--- src/design/fsr_pkg.sv ---
// constants, field positions and types for the flash status register read path
// assumes a 16-bit flash data bus, a 23-bit word address and thirty-two planes
package fsr_pkg;

  // bus geometry
  localparam int ADDR_W = 23;
  localparam int DATA_W = 16;
  localparam int STAT_W = 8;
  localparam int PLANE_W = 5;
  localparam int PLANE_LSB = 18;

  // status byte field positions
  localparam int SR_READY = 7;
  localparam int SR_ERASE_SUSP = 6;
  localparam int SR_ERASE_FAIL = 5;
  localparam int SR_PROG_FAIL = 4;
  localparam int SR_VPP_LOW = 3;
  localparam int SR_PROG_SUSP = 2;
  localparam int SR_LOCKED = 1;
  localparam int SR_PLANE = 0;

  // fill of the upper data byte while status is shown
  localparam logic [7:0] UPPER_FILL = 8'h00;

  // command codes seen on the command strobe
  localparam logic [7:0] CMD_READ_ARRAY = 8'hff;
  localparam logic [7:0] CMD_READ_STATUS = 8'h70;
  localparam logic [7:0] CMD_CLEAR_STATUS = 8'h50;

  // burst clock latency in clock edges
  localparam logic [1:0] BURST_LATENCY = 2'h3;

  // reset values
  localparam logic [7:0] SNAP_RESET = 8'h80;
  localparam logic [15:0] DQ_RESET = 16'h0000;

  // burst status read sequencer
  typedef enum logic [1:0] {
    BST_IDLE = 2'b00,
    BST_LAT = 2'b01,
    BST_STREAM = 2'b10
  } fsr_burst_t;

endpackage

--- src/design/fsr_sync.sv ---
// two-flop synchroniser for a group of pins
// assumes the group is quasi-static around the edges that the core acts on
`timescale 1ns/100ps
module fsr_sync #(
  parameter int W = 1,
  parameter logic [W-1:0] RST_VAL = '0
) (
  input wire logic core_clk,
  input wire logic rst_n,
  input wire logic [W-1:0] pin_in,
  output logic [W-1:0] sync_out
);
  import fsr_pkg::*;

  typedef struct packed {
    logic [W-1:0] meta;
    logic [W-1:0] stable;
  } fsr_sync_st_t;

  fsr_sync_st_t st_q;
  fsr_sync_st_t st_d;

  // first stage feeds only the second stage
  always_comb
  begin
    st_d.meta = pin_in;
    st_d.stable = st_q.meta;
  end

  // register both stages
  always_ff @(posedge core_clk)
  begin
    if (!rst_n)
    begin
      st_q.meta <= RST_VAL;
      st_q.stable <= RST_VAL;
    end
    else
    begin
      st_q <= st_d;
    end
  end

  assign sync_out = st_q.stable;

endmodule

--- src/design/fsr_lat.sv ---
// burst latency counter: counts clock edges after an address latch
// assumes tick is a one-cycle pulse per rising edge of the burst clock
`timescale 1ns/100ps
module fsr_lat (
  input wire logic core_clk,
  input wire logic rst_n,
  input wire logic start,
  input wire logic tick,
  output logic done
);
  import fsr_pkg::*;

  typedef struct packed {
    logic busy;
    logic [1:0] cnt;
    logic done;
  } fsr_lat_st_t;

  fsr_lat_st_t st_q;
  fsr_lat_st_t st_d;

  // restart on start, finish on the last latency edge
  always_comb
  begin
    st_d = st_q;
    if (start)
    begin
      st_d.busy = 1'b1;
      st_d.cnt = 2'h0;
      st_d.done = 1'b0;
    end
    else if (st_q.busy && tick)
    begin
      if (st_q.cnt == BURST_LATENCY - 2'h1)
      begin
        st_d.busy = 1'b0;
        st_d.done = 1'b1;
      end
      else
      begin
        st_d.cnt = st_q.cnt + 2'h1;
      end
    end
  end

  // state register
  always_ff @(posedge core_clk)
  begin
    if (!rst_n)
    begin
      st_q <= '0;
    end
    else
    begin
      st_q <= st_d;
    end
  end

  assign done = st_q.done;

endmodule

--- src/design/fsr_status.sv ---
// status register read path of a flash write engine: mode, sticky flags,
// snapshot on access start and burst presentation after the clock latency
// assumes flash pins arrive unsynchronised, engine and command inputs are on core_clk
`timescale 1ns/100ps
module fsr_status (
  input wire logic core_clk,
  input wire logic rst_n,
  input wire logic ce_n,
  input wire logic oe_n,
  input wire logic addr_valid_n,
  input wire logic bclk,
  input wire logic [fsr_pkg::ADDR_W-1:0] addr,
  input wire logic program_voltage_low,
  output logic [fsr_pkg::DATA_W-1:0] dq_out,
  output logic dq_oe_n,
  input wire logic burst_mode,
  input wire logic cmd_wr,
  input wire logic [7:0] cmd_code,
  input wire logic engine_busy,
  input wire logic [fsr_pkg::PLANE_W-1:0] busy_plane,
  input wire logic op_start,
  input wire logic target_locked,
  input wire logic erase_fail_ev,
  input wire logic program_fail_ev,
  input wire logic seq_error_ev,
  input wire logic erase_suspend_ev,
  input wire logic program_suspend_ev,
  input wire logic erase_resume_ev,
  input wire logic program_resume_ev,
  output logic status_mode,
  output logic op_abort,
  output logic [fsr_pkg::STAT_W-1:0] write_engine_status_byte
);
  import fsr_pkg::*;

  localparam int SYNC_W = ADDR_W + 5;

  typedef struct packed {
    logic ce_n_p;
    logic oe_n_p;
    logic avd_n_p;
    logic bclk_p;
    logic status_mode;
    logic erase_fail;
    logic program_fail;
    logic vpp_low;
    logic locked;
    logic erase_susp;
    logic prog_susp;
    logic op_abort;
    logic [STAT_W-1:0] snap;
    fsr_burst_t bst;
    logic [DATA_W-1:0] dq_out;
    logic dq_oe_n;
  } fsr_state_t;

  fsr_state_t st_q;
  fsr_state_t st_d;

  logic [SYNC_W-1:0] pins_raw;
  logic [SYNC_W-1:0] pins_s;
  logic s_ce_n;
  logic s_oe_n;
  logic s_avd_n;
  logic s_bclk;
  logic s_vpp_low;
  logic [ADDR_W-1:0] s_addr;
  logic bclk_tick;
  logic avd_rise;
  logic access_now;
  logic access_prev;
  logic async_start;
  logic burst_start;
  logic lat_done;
  logic clear_cmd;
  logic [STAT_W-1:0] live;

  // plane number carried in a word address
  function automatic logic [PLANE_W-1:0] plane_of(input logic [ADDR_W-1:0] a);
    plane_of = a[PLANE_LSB +: PLANE_W];
  endfunction

  // status byte built from the engine state and sticky flags
  function automatic logic [STAT_W-1:0] status_of(
    input fsr_state_t s,
    input logic busy,
    input logic [PLANE_W-1:0] bplane,
    input logic [ADDR_W-1:0] a
  );
    logic [STAT_W-1:0] b;
    b = '0;
    b[SR_READY] = ~busy;
    b[SR_ERASE_SUSP] = s.erase_susp;
    b[SR_ERASE_FAIL] = s.erase_fail;
    b[SR_PROG_FAIL] = s.program_fail;
    b[SR_VPP_LOW] = s.vpp_low;
    b[SR_PROG_SUSP] = s.prog_susp;
    b[SR_LOCKED] = s.locked;
    // busy in the addressed plane reads 0, busy elsewhere reads 1
    b[SR_PLANE] = busy & (bplane != plane_of(a));
    status_of = b;
  endfunction

  // every flash pin passes two flops before use
  assign pins_raw = {ce_n, oe_n, addr_valid_n, bclk, program_voltage_low, addr};

  // burst clock resets to its idle low level so no false edge follows reset
  fsr_sync #(
    .W(SYNC_W),
    .RST_VAL({3'h7, 2'h0, {ADDR_W{1'b0}}})
  ) u_sync (
    .core_clk(core_clk),
    .rst_n(rst_n),
    .pin_in(pins_raw),
    .sync_out(pins_s)
  );

  assign {s_ce_n, s_oe_n, s_avd_n, s_bclk, s_vpp_low, s_addr} = pins_s;

  // edges and access qualifiers on the synchronised pins
  assign bclk_tick = s_bclk & ~st_q.bclk_p;
  assign avd_rise = s_avd_n & ~st_q.avd_n_p & ~s_ce_n;
  assign access_now = ~s_ce_n & ~s_oe_n;
  assign access_prev = ~st_q.ce_n_p & ~st_q.oe_n_p;
  assign async_start = access_now & ~access_prev & ~burst_mode;
  assign burst_start = avd_rise & burst_mode;
  assign clear_cmd = cmd_wr & (cmd_code == CMD_CLEAR_STATUS);
  assign live = status_of(st_q, engine_busy, busy_plane, s_addr);

  // latency counter for burst status reads
  fsr_lat u_lat (
    .core_clk(core_clk),
    .rst_n(rst_n),
    .start(burst_start),
    .tick(bclk_tick),
    .done(lat_done)
  );

  // next state: mode, flags, snapshot and output drive
  always_comb
  begin
    st_d = st_q;
    st_d.ce_n_p = s_ce_n;
    st_d.oe_n_p = s_oe_n;
    st_d.avd_n_p = s_avd_n;
    st_d.bclk_p = s_bclk;
    st_d.op_abort = 1'b0;

    // status mode follows the last command written
    if (cmd_wr)
    begin
      st_d.status_mode = (cmd_code == CMD_READ_STATUS);
    end

    // sticky error flags: clear first so a same-cycle event wins
    if (clear_cmd)
    begin
      st_d.erase_fail = 1'b0;
      st_d.program_fail = 1'b0;
      st_d.vpp_low = 1'b0;
      st_d.locked = 1'b0;
    end
    if (erase_fail_ev)
    begin
      st_d.erase_fail = 1'b1;
    end
    if (program_fail_ev)
    begin
      st_d.program_fail = 1'b1;
    end
    // supply and lock are judged only when an operation is entered
    if (op_start && s_vpp_low)
    begin
      st_d.vpp_low = 1'b1;
    end
    if (op_start && target_locked)
    begin
      st_d.locked = 1'b1;
    end
    if (op_start && (target_locked || s_vpp_low))
    begin
      st_d.op_abort = 1'b1;
    end
    if (seq_error_ev)
    begin
      st_d.erase_fail = 1'b1;
      st_d.program_fail = 1'b1;
      st_d.vpp_low = 1'b1;
      st_d.locked = 1'b1;
    end

    // suspend flags: set by suspend, cleared by the matching resume
    if (erase_resume_ev)
    begin
      st_d.erase_susp = 1'b0;
    end
    if (erase_suspend_ev)
    begin
      st_d.erase_susp = 1'b1;
    end
    if (program_resume_ev)
    begin
      st_d.prog_susp = 1'b0;
    end
    if (program_suspend_ev)
    begin
      st_d.prog_susp = 1'b1;
    end

    // snapshot on access start; held for the rest of the access
    if (async_start)
    begin
      st_d.snap = live;
    end

    // burst sequencer, independent of program or erase being active
    unique case (st_q.bst)
      BST_IDLE:
      begin
        if (burst_start)
        begin
          st_d.snap = live;
          st_d.bst = BST_LAT;
        end
      end
      BST_LAT:
      begin
        if (s_ce_n)
        begin
          st_d.bst = BST_IDLE;
        end
        else if (burst_start)
        begin
          st_d.snap = live;
        end
        else if (lat_done)
        begin
          st_d.bst = BST_STREAM;
        end
      end
      BST_STREAM:
      begin
        if (s_ce_n || !burst_mode)
        begin
          st_d.bst = BST_IDLE;
        end
        else if (burst_start)
        begin
          st_d.snap = live;
          st_d.bst = BST_LAT;
        end
      end
      default:
      begin
        st_d.bst = BST_IDLE;
      end
    endcase

    // drive the bus only with a status access in progress
    st_d.dq_out = {UPPER_FILL, st_d.snap};
    if (!st_q.status_mode)
    begin
      st_d.dq_oe_n = 1'b1;
    end
    else if (burst_mode)
    begin
      st_d.dq_oe_n = ~(access_now && (st_d.bst == BST_STREAM));
    end
    else
    begin
      st_d.dq_oe_n = ~access_now;
    end
  end

  // state register
  always_ff @(posedge core_clk)
  begin
    if (!rst_n)
    begin
      st_q <= '0;
      st_q.ce_n_p <= 1'b1;
      st_q.oe_n_p <= 1'b1;
      st_q.avd_n_p <= 1'b1;
      st_q.snap <= SNAP_RESET;
      st_q.bst <= BST_IDLE;
      st_q.dq_out <= DQ_RESET;
      st_q.dq_oe_n <= 1'b1;
    end
    else
    begin
      st_q <= st_d;
    end
  end

  // outputs straight from flops
  assign dq_out = st_q.dq_out;
  assign dq_oe_n = st_q.dq_oe_n;
  assign status_mode = st_q.status_mode;
  assign op_abort = st_q.op_abort;
  assign write_engine_status_byte = st_q.snap;

  // helper: burst clock edges since the last address latch
  logic [2:0] chk_ticks_q;
  always_ff @(posedge core_clk)
  begin
    if (!rst_n || burst_start)
    begin
      chk_ticks_q <= 3'h0;
    end
    else if (bclk_tick && chk_ticks_q != 3'h7)
    begin
      chk_ticks_q <= chk_ticks_q + 3'h1;
    end
  end
endmodule

--- config.mk ---
export PLATFORM = sky130hd
export DESIGN_NAME = fsr_status
export DESIGN_NICKNAME = d
export VERILOG_FILES = /design/src/design/fsr_pkg.sv /design/src/design/fsr_sync.sv /design/src/design/fsr_lat.sv /design/src/design/fsr_status.sv
export SDC_FILE = /design/constraint.sdc
export NUM_CORES = 1
export LEC_CHECK = 0
export BUFFER_PORTS_ARGS = -buffer_cell sky130_fd_sc_hd__buf_2
export CAP_MARGIN = 5
export CORE_MARGIN = 2
export CORE_UTILIZATION = 46
export CTS_CLUSTER_SIZE = 20
export DETAILED_ROUTE_END_ITERATION = 7
export PLACE_DENSITY = 0.78
export SLEW_MARGIN = 20
export SYNTH_ARGS = -nofsm -noshare
export SYNTH_HDL_FRONTEND = slang
export SYNTH_SLANG_ARGS = --single-unit
--- constraint.sdc ---
create_clock -name core_clk -period 1.6 [get_ports core_clk]
set_input_delay 0.4 -clock core_clk [delete_from_list [all_inputs] [get_ports core_clk]]
set_output_delay 0.4 -clock core_clk [all_outputs]
set_load 0.05 [all_outputs]
==> results by group <==
Outcome
  – Outcome: complete, no violations

Floorplan
  – Row count: 22
  – IO Pins: slightly above 80
  – Die Ht: between 60 and 70 um
  – Core area: 0.003716 sq mm
  – Die extent in x: around 67 um
  – Die area: around 0.0045 sq mm
  – Starting Density: 48.75%

Place
  – GP Congestion: approximately 0.76
  – Placed cell area: about 0.002 sq mm
  – DP HPWL: 2.216 mm
  – PortBufs: 55
  – Inst Count DP: approximately 260

Detailed routing
  – DRC: 0
  – Drt first pass iters: 4
  – Post-Route WL: just under 3 mm
  – Initial DRC Count: 31
  – Vias per cell: ~4.6
  – Post-route ant nets: 0
  – DR vias: 1246
  – Routed length per instance: 10.74 um

Power
  – Part of the power in combinational logic: under 10%
  – Power Density: 1097 mW/mm^2
  – P_leak: approximately 1.0 nW
  – Psw: 484.0 uW
  – Int Pwr: 1.855 mW
  – Flop pwr share: 53.4%
  – Switching Share: 20.69%
  – Clock share of power: between 30% and 40%
  – VDD IR max: 524.6 uV

Critical path
  – Worst setup EP type: flop
  – CP cell instances: and4bb_4, a22oi_4, buf_12, mux2i_1, nor2_1
  – WP data arrival: 1.55 ns
  – Worst Setup SP: u_sync.sync_out[27]
  – Setup CP Type: flop to flop
  – Worst r2r src: u_sync.sync_out[27]
  – R2R cell count: 5
  – Worst R2R End: write_engine_status_byte[4]
  – Largest stage delay on the critical path: between 0.3 and 0.4 ns
  – CP startpoint kind: flop
  – Reg-to-reg setup timing slack: around 0.22 ns
  – Worst setup endpoint: write_engine_status_byte[4]
  – CP max stage cell: dfxtp_1
  – Worst-path maximum fanout: 6
  – Worst EP required: approximately 1.8 ns

GRT
  – Global route total overflow: 0
  – Largest net degree at the start of global routing: 30
  – First-pass GRT wire length: 4.609 mm
  – Initial antenna violation count: 0
  – Vias in the first global route: about 1100
  – GRT Overall Usage: 13.78%

Yosys
  – #FFs+latches synth: 48
  – Mapped Cells: between 150 and 200
  – Syn avg cell area: roughly 10 sq um
  – Synth warn: 0
  – Seq/Total Area, Yosys: a little over half
  – Post-synthesis cell area: 0.001812 sq mm
  – Yosys cell types: 32

Layout
  – Final Net Count: around 280
  – Area growth from synthesis to layout: 17.68%
  – Post-Layout Cell Count: 270
  – Layout cells sized above 1: 30.63%
  – Number of fill cells: about 330
  – Inserted Diodes: 0
  – Core Util, Final: around 57%
  – Finished Cell Area: approximately 0.0021 sq mm

STA
  – Final min period: roughly 1.4 ns
  – Final setup TNS: 0 ns
  – Hold slack: ~0.29 ns
  – Fin crit share: 86.05%
  – Final setup violation count: 0
  – Fin. Hold Viols: 0
  – RSZ-0062 raised after global routing: no
  – Max Clock Freq: approximately 0.73 GHz
  – Max-slew violations: 0
  – Final Skew: 0.002451 ns

Clocking
  – CTS tree: yes
  – Post-CTS resize count: 0
  – Num CTS Buffers: 5
  – Clk root buf: clkbuf_8
  – Sink Count: 48
  – Clk Latency, worst-skew pair: about 0.29 ns
  – H-tree lvl count: 2
  – Cts hold-fix bufs: 0
  – CTS max path bufs: 2
  – Worst-path clk slew: 0.08 ns
  – Post-CTS Setup Repair Bufs: 0

Min path
  – Hold/Removal Path Class: primary input to flop

Job
  – MaxCap Viol Count: 0
## registers in the layout (all words and copies together) (netlist names), 3 cells and up
signal,flops
live,6
write_engine_status_byte,8
u_lat.st_q,3
u_sync.st_d,10
st_q,6
u_sync.sync_out,10
## worst min-delay path by stage
stage                                from             endpoint  slack, ns  cells past startpoint
after floorplan           u_sync.st_d[25]  u_sync.sync_out[25]       0.39                      1
after global placement    u_sync.st_d[27]  u_sync.sync_out[27]       0.39                      1
after detailed placement  u_sync.st_d[25]  u_sync.sync_out[25]       0.39                      1
after CTS                            ce_n      u_sync.st_d[27]       0.27                      2
after global routing         addr_valid_n      u_sync.st_d[25]       0.28                      2
final                                ce_n      u_sync.st_d[27]       0.29                      2
## power by group through the flow
stage	Sequential, mW	Combinational, mW	Clock [mW]
finish	1.25	0.180	0.909
global route	1.25	0.197	1.00
CTS	1.25	0.182	0.956
detailed placement	1.28	0.181	0
global placement	1.28	0.179	0
floorplan	1.28	0.133	0
## critical path: cells and delay by family (launching register included)
family / cells / cell delay [ns]
buf+inv: 1 / 0.16
flops: 1 / 0.37
mux: 1 / 0.20
simple gates: 2 / 0.28
compound gates: 1 / 0.24
## synth_stat cells
master | number | area share (%)
and4bb_2 | 1 | 0.69
nand3b_1 | 2 | 0.83
nor4b_1 | 1 | 0.48
ha_1 | 1 | 0.69
a22oi_4 | 1 | 1.2
and2_1 | 15 | 5.2
a2111o_1 | 1 | 0.62
and4bb_4 | 1 | 0.90
nand2_1 | 5 | 1.0
a211oi_1 | 3 | 1.2
inv_1 | 8 | 1.7
nor2_1 | 19 | 3.9
nor3_1 | 1 | 0.28
mux2i_1 | 7 | 3.9
xor2_1 | 2 | 0.97
buf_4 | 24 | 9.9
a21oi_1 | 5 | 1.4
o21ai_0 | 2 | 0.55
a221oi_1 | 2 | 0.97
xnor2_1 | 4 | 1.9
conb_1 | 1 | 0.21
a32oi_1 | 1 | 0.48
clkbuf_1 | 4 | 0.83
nand2b_1 | 11 | 3.8
nand4b_1 | 1 | 0.48
o211a_1 | 1 | 0.55
nand3_1 | 2 | 0.55
o22ai_1 | 1 | 0.35
o311ai_0 | 1 | 0.48
dfxtp_1 | 48 | 53
or2_1 | 1 | 0.35
nor4bb_1 | 1 | 0.55
## per-layer routing
metal	vias up	routed length (um)	track usage [%]	part of all wire (%)
li1	641	-	-	-
met1	564	1321	17.12	46
met2	37	1382	21.88	48
met3	4	164	4.730	5.7
met4	0	32	5.357	1.1
met5	-	0	0	0
## metrics by stage
step / worst slack [ns] / power [mW]
2_1_floorplan: 0.2590 / 1.411
3_3_place_gp: 0.01929 / 1.455
3_5_place_dp: -0.02862 / 1.459
4_1_cts: 0.2150 / 2.388
5_1_grt: 0.1492 / 2.454
6_report: 0.2232 / 2.339
## layout make-up
cell class / instances / area (sq um) / area share, %
Multi-Input combinational cell: 101 / 651.9 / 30.58
Inverter: 8 / 30.03 / 1.408
Clock buffer: 7 / 96.34 / 4.519
Clock inverter: 1 / 30.03 / 1.408
Timing Repair Buffer: 57 / 302.8 / 14.20
Tap cell: 48 / 60.06 / 2.817
Sequential cell: 48 / 960.9 / 45.07
## placed cells by master (no fill, tap or decap), types with 2 or more instances in the layout
| cell type | netlist | layout |
|---|---|---|
| a21oi_1 | 5 | 5 |
| conb_1 | 1 | 8 |
| xor2_1 | 2 | 2 |
| inv_1 | 8 | 8 |
| clkbuf_8 | 0 | 7 |
| buf_2 | 0 | 55 |
| a221oi_1 | 2 | 2 |
| dfxtp_1 | 48 | 48 |
| a211oi_1 | 3 | 3 |
| mux2i_1 | 7 | 7 |
| o21ai_0 | 2 | 2 |
| nand3b_1 | 2 | 2 |
| and2_1 | 15 | 15 |
| xnor2_1 | 4 | 4 |
| nor2_1 | 19 | 19 |
| nand3_1 | 2 | 2 |
| nand2_1 | 5 | 5 |
| nand2b_1 | 11 | 11 |
## kinds of logic after synthesis
| group | after synthesis | synth area share, % |
|---|---|---|
| AOI/OAI and AO/OA | 18 | 7.804 |
| DFF | 48 | 53.04 |
| muxes | 7 | 3.868 |
| buffers and inverters | 36 | 12.43 |
| xor gates and xnor gates | 6 | 2.901 |
| adders and majority gates | 1 | 0.6905 |
| and+or+nand+nor | 61 | 19.06 |
| other | 1 | 0.2070 |
Note: power is estimated with default switching activity, not from simulation.
